===== src/logic/led_pwm_map.svh =====
// Behaviour
// - Blink period from code, 256 linear steps.
// - Blink frequency is 24 over code plus one.
// - Blink period write staged until update write.
// - Blink on-fraction is duty code over 256.
// - Blink duty write staged until update write.
// - Zero to 36h activates staged scaling values.
// - Zero to 37h activates PWM and blink values.
// - 0xAE to 3Fh restores every register default.
// - Power-up defaults leave outputs in shutdown.
// - Range bit D5 cuts full-scale current eightfold.
// - Each output scaled by its 8-bit value.
// - Each output PWM on-fraction is N over 256.
// - PWM runs at 200Hz or 25kHz, selectable.
// - All channels start their on-phase together.
// - Open status refreshes from enable rise until clear.
// - Report enable drives interrupt low on opens.
// - Blink select bit gates output with blink wave.
// - DC bit forces channel fully on while its blink select bit is clear.
`ifndef LED_PWM_MAP_SVH
`define LED_PWM_MAP_SVH

// ****************************************
// Timing
// ****************************************
`define CLK_HZ 20000000
`define CLK_PERIOD_NS 50
`define PWM_STEPS 256
`define PWM_SLOW_HZ 200
`define PWM_FAST_HZ 25000
`define BLINK_BASE_HZ 24
`define PWM_SLOW_DIV (`CLK_HZ / (`PWM_SLOW_HZ * `PWM_STEPS))
`define PWM_FAST_DIV (`CLK_HZ / (`PWM_FAST_HZ * `PWM_STEPS))
`define BLINK_TICK_DIV (`CLK_HZ / (`BLINK_BASE_HZ * `PWM_STEPS))

// ****************************************
// Register offsets
// ****************************************
`define A_CTRL 8'h00
`define A_GCC 8'h01
`define A_SCALE_FIRST 8'h02
`define A_ODET 8'h14
`define A_DC_FIRST 8'h1A
`define A_PWM_FIRST 8'h1F
`define A_BSEL_FIRST 8'h31
`define A_BPER 8'h34
`define A_BDUTY 8'h35
`define A_SCALE_UPD 8'h36
`define A_UPD 8'h37
`define A_SRST 8'h3F
`define A_OPEN_FIRST 8'h95

// ****************************************
// Fields, keys and reset values
// ****************************************
`define CTRL_RUN_BIT 0
`define CTRL_FSEL_BIT 1
`define CTRL_RANGE_BIT 5
`define ODET_EN_BIT 0
`define ODET_REPORT_BIT 1
`define UPD_KEY 8'h00
`define SRST_KEY 8'hAE
`define REG_RESET 8'h00

`endif


===== src/logic/led_pwm_pkg.sv =====
package led_pwm_pkg;

  // Open-detect sequencing, one-hot
  typedef enum logic [1:0] {
    OD_IDLE = 2'b01,
    OD_ACTIVE = 2'b10
  } od_state_t;

endpackage : led_pwm_pkg


===== src/logic/channel_gate.sv =====
`timescale 1ns/10ps
// One sink channel: compares the shared phase against its duty and
// applies the DC, blink and run gating.
module channel_gate #(
  parameter int W = 8
) (
  // Clock and clear
  input wire logic clock,
  input wire logic clear,
  // Shared timebase
  input wire logic [W-1:0] phase,
  input wire logic blink_on,
  input wire logic run,
  // Channel settings
  input wire logic [W-1:0] duty,
  input wire logic dc,
  input wire logic blink_sel,
  // Sink drive
  output logic on_r
);

  logic pwm_on; // Raw PWM comparison

  // Value N is on for N of the 2^W phases
  assign pwm_on = dc | (phase < duty);

  // ****************************************
  // Registered sink drive
  // ****************************************
  always_ff @(posedge clock) begin
    if (clear) begin
      on_r <= 1'b0;
    end else begin
      // Blink window gates the PWM, plain mode otherwise
      on_r <= run & pwm_on & (~blink_sel | blink_on);
    end
  end

endmodule : channel_gate


===== src/logic/led_pwm_blink_update_control.sv =====
`timescale 1ns/10ps
`include "led_pwm_map.svh"
// 18-channel PWM, scaling, blink and open-detect register core.
module led_pwm_blink_update_control #(
  parameter int CH = 18,
  parameter int PWM_SLOW_DIV = `PWM_SLOW_DIV,
  parameter int PWM_FAST_DIV = `PWM_FAST_DIV,
  parameter int BLINK_TICK_DIV = `BLINK_TICK_DIV
) (
  // Clock and reset
  input wire logic clock,
  input wire logic rstn,
  // Host register port
  input wire logic reg_wr,
  input wire logic reg_rd,
  input wire logic [7:0] reg_addr,
  input wire logic [7:0] reg_wdata,
  output logic [7:0] reg_rdata,
  output logic reg_rvalid,
  // Open-LED sense from the sinks
  input wire logic [CH-1:0] open_sense,
  // Sink control
  output logic [CH-1:0] led_sink_channel,
  output logic [CH*8-1:0] active_scale_flat,
  output logic [7:0] global_current_code,
  output logic current_range_eighth,
  // Fault report
  output logic fault_irq_n
);

  // ****************************************
  // Declarations
  // ****************************************
  logic clear; // Power-up or soft reset
  logic srst; // Soft reset command seen
  logic upd_main; // PWM and blink update command
  logic upd_scale; // Scaling update command
  logic [7:0] ctrl_r; // Control register
  logic [7:0] gcc_r; // Global current code
  logic [7:0] odet_r; // Open-detect control
  logic [7:0] scale_stage_r [CH]; // Staged scaling
  logic [7:0] scale_act_r [CH]; // Active scaling
  logic [7:0] pwm_stage_r [CH]; // Staged PWM duty
  logic [7:0] pwm_act_r [CH]; // Active PWM duty
  logic [CH-1:0] dc_r; // DC output bits
  logic [CH-1:0] bsel_stage_r; // Staged blink select
  logic [CH-1:0] bsel_act_r; // Active blink select
  logic [7:0] bper_stage_r; // Staged blink period code
  logic [7:0] bper_act_r; // Active blink period code
  logic [7:0] bduty_stage_r; // Staged blink duty code
  logic [7:0] bduty_act_r; // Active blink duty code
  logic [8:0] pwm_pre_r; // PWM step prescaler
  logic [8:0] pwm_pre_end; // Prescaler terminal count
  logic [7:0] pwm_phase_r; // Shared PWM phase
  logic [11:0] blink_tick_r; // Blink base tick counter
  logic [7:0] blink_step_r; // Divide by period code plus one
  logic [7:0] blink_phase_r; // Blink phase, 256 steps
  logic blink_on_r; // Blink on window
  led_pwm_pkg::od_state_t od_state_r; // Open-detect state
  logic od_en_d_r; // Delayed open-detect enable
  logic [CH-1:0] open_r; // Open-LED status

  // Combined synchronous clear
  assign srst = reg_wr && (reg_addr == `A_SRST) && (reg_wdata == `SRST_KEY);
  assign clear = ~rstn | srst;
  assign upd_main = reg_wr && (reg_addr == `A_UPD) && (reg_wdata == `UPD_KEY);
  assign upd_scale = reg_wr && (reg_addr == `A_SCALE_UPD)
                     && (reg_wdata == `UPD_KEY);

  // ****************************************
  // Control, global current, open-detect control
  // ****************************************
  always_ff @(posedge clock) begin
    if (clear) begin
      // Run bit clear after reset: software shutdown
      ctrl_r <= `REG_RESET;
      gcc_r <= `REG_RESET;
      odet_r <= `REG_RESET;
    end else if (reg_wr) begin
      if (reg_addr == `A_CTRL) begin
        ctrl_r <= reg_wdata;
      end
      if (reg_addr == `A_GCC) begin
        gcc_r <= reg_wdata;
      end
      if (reg_addr == `A_ODET) begin
        odet_r <= reg_wdata;
      end
    end
  end

  // ****************************************
  // Scaling: staged, then activated together
  // ****************************************
  always_ff @(posedge clock) begin
    if (clear) begin
      for (int i = 0; i < CH; i++) begin
        scale_stage_r[i] <= `REG_RESET;
        scale_act_r[i] <= `REG_RESET;
      end
    end else begin
      for (int i = 0; i < CH; i++) begin
        if (reg_wr && (reg_addr == `A_SCALE_FIRST + 8'(i))) begin
          scale_stage_r[i] <= reg_wdata;
        end
      end
      // All channels copy in one cycle
      if (upd_scale) begin
        scale_act_r <= scale_stage_r;
      end
    end
  end

  // ****************************************
  // PWM duty, blink select, blink period and duty
  // ****************************************
  always_ff @(posedge clock) begin
    if (clear) begin
      for (int i = 0; i < CH; i++) begin
        pwm_stage_r[i] <= `REG_RESET;
        pwm_act_r[i] <= `REG_RESET;
      end
      bsel_stage_r <= '0;
      bsel_act_r <= '0;
      bper_stage_r <= `REG_RESET;
      bper_act_r <= `REG_RESET;
      bduty_stage_r <= `REG_RESET;
      bduty_act_r <= `REG_RESET;
    end else begin
      for (int i = 0; i < CH; i++) begin
        if (reg_wr && (reg_addr == `A_PWM_FIRST + 8'(i))) begin
          pwm_stage_r[i] <= reg_wdata;
        end
        // Six channels per byte, in D2:D0 then D6:D4
        if (reg_wr && (reg_addr == `A_BSEL_FIRST + 8'(i / 6))) begin
          bsel_stage_r[i] <= reg_wdata[(i % 6) + ((i % 6) / 3)];
        end
      end
      if (reg_wr && (reg_addr == `A_BPER)) begin
        bper_stage_r <= reg_wdata;
      end
      if (reg_wr && (reg_addr == `A_BDUTY)) begin
        bduty_stage_r <= reg_wdata;
      end
      // One write moves every staged PWM and blink value at once; scaling waits for 36h
      if (upd_main) begin
        pwm_act_r <= pwm_stage_r;
        bsel_act_r <= bsel_stage_r;
        bper_act_r <= bper_stage_r;
        bduty_act_r <= bduty_stage_r;
      end
    end
  end

  // ****************************************
  // DC output bits, applied at once
  // ****************************************
  always_ff @(posedge clock) begin
    if (clear) begin
      dc_r <= '0;
    end else begin
      for (int i = 0; i < CH; i++) begin
        if (reg_wr && (reg_addr == `A_DC_FIRST + 8'(i / 6))) begin
          dc_r[i] <= reg_wdata[(i % 6) + ((i % 6) / 3)];
        end
      end
    end
  end

  // ****************************************
  // PWM timebase shared by all channels
  // ****************************************
  // Step length picks 200 Hz or 25 kHz over 256 steps
  assign pwm_pre_end = ctrl_r[`CTRL_FSEL_BIT] ? 9'(PWM_FAST_DIV - 1)
                                              : 9'(PWM_SLOW_DIV - 1);

  always_ff @(posedge clock) begin
    if (clear) begin
      pwm_pre_r <= '0;
      pwm_phase_r <= '0;
    end else if (pwm_pre_r >= pwm_pre_end) begin
      // One phase for every channel keeps them aligned
      pwm_pre_r <= '0;
      pwm_phase_r <= pwm_phase_r + 8'h01;
    end else begin
      pwm_pre_r <= pwm_pre_r + 9'h001;
    end
  end

  // ****************************************
  // Group blink generator
  // ****************************************
  // Base tick is 1/(24*256) s; each phase step is code+1 ticks
  always_ff @(posedge clock) begin
    if (clear) begin
      blink_tick_r <= '0;
      blink_step_r <= '0;
      blink_phase_r <= '0;
    end else if (blink_tick_r >= 12'(BLINK_TICK_DIV - 1)) begin
      blink_tick_r <= '0;
      if (blink_step_r >= bper_act_r) begin
        // Period is 256 * (code + 1) base ticks
        blink_step_r <= '0;
        blink_phase_r <= blink_phase_r + 8'h01;
      end else begin
        blink_step_r <= blink_step_r + 8'h01;
      end
    end else begin
      blink_tick_r <= blink_tick_r + 12'h001;
    end
  end

  // On during the first duty/256 of each blink period
  always_ff @(posedge clock) begin
    if (clear) begin
      blink_on_r <= 1'b0;
    end else begin
      blink_on_r <= (blink_phase_r < bduty_act_r);
    end
  end

  // ****************************************
  // Channel gates
  // ****************************************
  for (genvar g = 0; g < CH; g++) begin : gen_ch
    channel_gate #(
      .W(8)
    ) u_gate (
      .clock(clock),
      .clear(clear),
      .phase(pwm_phase_r),
      .blink_on(blink_on_r),
      .run(ctrl_r[`CTRL_RUN_BIT]),
      .duty(pwm_act_r[g]),
      .dc(dc_r[g]),
      .blink_sel(bsel_act_r[g]),
      .on_r(led_sink_channel[g])
    );
    // Per-channel current scale to the sink
    assign active_scale_flat[g*8 +: 8] = scale_act_r[g];
  end

  // Global current and range to the analog sinks
  assign global_current_code = gcc_r;
  assign current_range_eighth = ctrl_r[`CTRL_RANGE_BIT];

  // ****************************************
  // Open detection
  // ****************************************
  always_ff @(posedge clock) begin
    if (clear) begin
      od_state_r <= led_pwm_pkg::OD_IDLE;
      od_en_d_r <= 1'b0;
      open_r <= '0;
    end else begin
      od_en_d_r <= odet_r[`ODET_EN_BIT];
      case (od_state_r)
        led_pwm_pkg::OD_IDLE: begin
          // Starts only on a 0 to 1 change of the enable
          if (odet_r[`ODET_EN_BIT] && !od_en_d_r) begin
            od_state_r <= led_pwm_pkg::OD_ACTIVE;
          end
        end
        led_pwm_pkg::OD_ACTIVE: begin
          if (!odet_r[`ODET_EN_BIT]) begin
            // Last status is held once disabled
            od_state_r <= led_pwm_pkg::OD_IDLE;
          end else begin
            // Sample only channels being driven
            open_r <= open_sense & led_sink_channel;
          end
        end
        default: begin
          od_state_r <= led_pwm_pkg::OD_IDLE;
        end
      endcase
    end
  end

  // Interrupt pin low while any open is reported
  always_ff @(posedge clock) begin
    if (clear) begin
      fault_irq_n <= 1'b1;
    end else begin
      fault_irq_n <= ~(odet_r[`ODET_REPORT_BIT] & (|open_r));
    end
  end

  // ****************************************
  // Register read
  // ****************************************
  always_ff @(posedge clock) begin
    if (clear) begin
      reg_rdata <= 8'h00;
      reg_rvalid <= 1'b0;
    end else begin
      reg_rvalid <= reg_rd;
      if (reg_rd) begin
        // Unmapped and write-only offsets read zero
        reg_rdata <= 8'h00;
        if (reg_addr == `A_CTRL) begin
          reg_rdata <= ctrl_r;
        end
        if (reg_addr == `A_GCC) begin
          reg_rdata <= gcc_r;
        end
        if (reg_addr == `A_ODET) begin
          reg_rdata <= odet_r;
        end
        if (reg_addr == `A_BPER) begin
          reg_rdata <= bper_stage_r;
        end
        if (reg_addr == `A_BDUTY) begin
          reg_rdata <= bduty_stage_r;
        end
        for (int i = 0; i < CH; i++) begin
          if (reg_addr == `A_SCALE_FIRST + 8'(i)) begin
            reg_rdata <= scale_stage_r[i];
          end
          if (reg_addr == `A_PWM_FIRST + 8'(i)) begin
            reg_rdata <= pwm_stage_r[i];
          end
        end
        // Grouped bit registers, six channels per byte
        for (int k = 0; k < CH / 6; k++) begin
          if (reg_addr == `A_DC_FIRST + 8'(k)) begin
            reg_rdata <= {1'b0, dc_r[k*6+3 +: 3], 1'b0, dc_r[k*6 +: 3]};
          end
          if (reg_addr == `A_BSEL_FIRST + 8'(k)) begin
            reg_rdata <= {1'b0, bsel_stage_r[k*6+3 +: 3],
                          1'b0, bsel_stage_r[k*6 +: 3]};
          end
          if (reg_addr == `A_OPEN_FIRST + 8'(k)) begin
            reg_rdata <= {1'b0, open_r[k*6+3 +: 3], 1'b0, open_r[k*6 +: 3]};
          end
        end
      end
    end
  end

endmodule : led_pwm_blink_update_control


===== config.mk =====
export PLATFORM = sky130hd
export DESIGN_NAME = led_pwm_blink_update_control
export DESIGN_NICKNAME = d
export VERILOG_FILES = /design/src/logic/led_pwm_pkg.sv /design/src/logic/channel_gate.sv /design/src/logic/led_pwm_blink_update_control.sv
export VERILOG_INCLUDE_DIRS = /design/src /design/src/logic
export SDC_FILE = /design/constraint.sdc
export NUM_CORES = 2
export LEC_CHECK = 0
export BUFFER_PORTS_ARGS = -buffer_cell sky130_fd_sc_hd__buf_2
export CAP_MARGIN = 20
export CORE_UTILIZATION = 55
export CTS_CLUSTER_DIAMETER = 100
export DETAILED_ROUTE_END_ITERATION = 10
export PLACE_DENSITY = 0.74
export SETUP_SLACK_MARGIN = 0.3
export SLEW_MARGIN = 0
export SYNTH_ARGS = -nofsm -noshare
export SYNTH_HDL_FRONTEND = slang
export SYNTH_SLANG_ARGS = --single-unit
export TNS_END_PERCENT = 5

===== constraint.sdc =====
create_clock -name clock -period 3.6 [get_ports clock]
set_input_delay 0.36 -clock clock [delete_from_list [all_inputs] [get_ports clock]]
set_output_delay 0.36 -clock clock [all_outputs]
set_load 0.1 [all_outputs]

==> results.ini <==
[run_status]
status=completed

[synth]
ys_types=86
synth-edff-count=0
synth_area_sq_um=35900
synthArstFlopShare=0
ys_ff_latch=781
yosysMostFrequentCell=nand2_1
syn_avg_cell_area_sq_um=7.91
yosysWarnings=0
synth_top_area_frac=0.436
ys_top_cells_by_area=dfxtp_1 (44%), nand2_1 (11%), a21oi_1 (8.7%)
synth-main-ff-cell=dfxtp_1
synth_nets=4727
yosysSeqAreaShare=0.436
synthCells=4537
synth_commonest_cells=nand2_1 (1,025), dfxtp_1 (781), a21oi_1 (621)
yosysTopAreaCell=dfxtp_1

[layout]
stdcell_area_sq_um=41100
area_growth_pct=14.4
nets=4877
fillers=5699
drive_gt1_frac=0.119

[drt]
dr_wl_met2_mm=59.9
wire_per_inst_um=25.7
wl_met1_mm=61.2
drt_wl_total_mm=144
highest_layer=met5
postRouteAntennaNets=0
vias_per_cell=6.26
vias=35100
drtIter0Drc=4781
wl_met3_mm=17.3
drt_first_pass_iters=8
post-route-drc-count=0

[die]
die_height_um=257
num_rows=93
fp.coreArea_sq_um=64500
design.die.area_sq_um=66300
ioPinCount=219
start_util=0.557
dieWidth_um=257

[pwr]
ir_worst_vdd_uv=381
seqPwrFrac=0.476
p_clk_frac=0.484
intPower_uw=13900
p_per_area_nw_per_um2=444
swShare=0.235
leakage_uw=0.0160
p_switching_uw=4270
p_comb_frac=0.040

[setup_path]
cp_cell_sequence=buf_2 -> buf_4 -> nor4bb_1 -> clkbuf_2 -> nand2_1 -> o22ai_1 -> nor2_1 -> o2111ai_1 -> a21oi_1 -> nor4_1 -> buf_4 -> o31ai_1
critPathKind=input port to register
path_max_fanout=28
cp_num_buf_inv=4
cpMostUsedCell=buf_4
startpoint_type=input port
crit_family=simple AND/OR/NAND/NOR gates
worstSetupEndpointType=register
arrival_ns=3.59
slowest_stage=nor4bb_1
slowest_delay_ns=0.73
required_ns=4.12

[placed_design]
pre_cts_slack_ns=-0.174
dpl-instance-area_sq_um=38100
gp_congestion=1.06
dp_hpwl_mm=102
port_buffers=218

[hold_path]
hp-class=input port to register

[timing]
final_max_slew_viol_count=0
timing.final.ws_setup_ns=0.522
finalCriticalPeriod_ns=3.08
fin_crit_sh=0.855
final.setup.tns_ns=0
fmax_mhz=325
finClkSkew_ns=0.0162
hold_violations=0
relSlewSlack=0.258
rsz0062_at_grt=no
tightest_slew_ns=1.11
setup_viol=0

[run]
cap_violations=0

[global_routing]
grt_util_all_layers=0.424
overflow=0
first_global_vias=31900
grt_max_degree=179
antenna_found_initial=10
grt_pass1_wl_mm=211

[cts]
clock_latency_ns=0.64
cts_tree=done
numCtsBuffers=82
clk_path_buf_depth=3
cts.clk_slew.worst_paths_ns=0.06
root_buffer=clkbuf_16
clkSinkCount=781
ctsResizeCount=0
htree_levels=3

==> through the flow <==
stage | cells | hold WS (ns) | total power [uW] | util
after floorplan | 4537 | 0.381 | 9270 | -
after global placement | 5441 | 0.441 | 9550 | 0.591
after detailed placement | 5442 | 0.444 | 9550 | 0.591
after CTS | 5602 | 0.00198 | 18200 | 0.637
after global routing | 5605 | 0.0194 | 18600 | 0.637
final | 5606 | 0.0278 | 18200 | 0.637
==> cells by family after synthesis <==
family | count (synthesis) | synth area share
AND/OR/NAND/NOR | 1834 | 0.222
multiplexers | 177 | 0.0496
AO/OA/AOI/OAI | 1038 | 0.171
XOR/XNOR | 36 | 0.00879
flip-flops | 781 | 0.436
adder cells (fa/ha/maj) | 152 | 0.0530
buffers and inverters | 519 | 0.0601
==> layer usage <==
layer / vias up / global-route usage
met3: 358 / 0.0922
li1: 15800 / -
met5: - / 0
met2: 2094 / 0.609
met4: 6 / 0.165
met1: 16800 / 0.613
==> repair_timing <==
item                      4_1_cts  5_1_grt
setup buffers                   0        0
hold buffers                   15        0
hold endpoints to repair       15        0
==> power by group through the flow <==
stage	clock, uW	sequential [uW]	combinational, uW
2_1_floorplan	0	8890	385
3_3_place_gp	0	8870	680
3_5_place_dp	0	8870	680
4_1_cts	8850	8680	694
5_1_grt	9200	8670	739
6_report	8820	8680	726
==> placed cells by master, fill, tap and decap left out, drive strengths merged, types with 17 or more instances in the layout <==
cell,n
nand4,25
clkinv,17
inv,197
nor2,353
a21o,45
a21oi,621
a211oi,30
o221ai,31
ha,152
xor2,27
nor3,23
nand2b,26
mux2i,172
buf,380
dfxtp,781
nand2,1025
nor2b,26
o22ai,40
o21ai,100
a22oi,29
a221oi,28
clkbuf,104
nand3,251
==> worst min-delay path: stages <==
cell and delay (ns):
buf_2 0.12, nand3_1 0.08, a21oi_1 0.06
==> flip-flops by register name, indices dropped and copies added, names as in the netlist, 9 cells and up <==
name and count:
active_scale_flat 144, blink_tick_r 12, bsel_act_r 18, bsel_stage_r 18
dc_r 18, gen_ch.u_gate.on_r 18, open_r 18, pwm_act_r 144
pwm_pre_r 9, pwm_stage_r 144, scale_stage_r 144
==> cell type report <==
| type | instances | area [sq um] | share of cell area |
|---|---|---|---|
| Antenna cell | 3 | 7.51 | 0.000183 |
| Multi-Input combinational cell | 3237 | 18200 | 0.442 |
| Clock inverter | 42 | 502 | 0.0122 |
| Tap cell | 855 | 1070 | 0.0261 |
| Inverter | 189 | 709 | 0.0173 |
| Sequential cell | 781 | 15600 | 0.381 |
| Timing Repair Buffer | 396 | 2690 | 0.0655 |
| Clock buffer | 103 | 2290 | 0.0558 |
==> worst paths after layout <==
| path | cells after the start | start | slack (ns) | to |
|---|---|---|---|---|
| max reg2reg | 9 | ctrl_r[1] | 0.77 | pwm_pre_r[6] |
| max | 12 | reg_addr[0] | 0.52 | reg_rdata[1] |
| min reg2reg | 2 | active_scale_flat[114] | 0.45 | active_scale_flat[114] |
| min | 3 | open_sense[1] | 0.03 | open_r[1] |
Power figures use the tool's default switching activity.
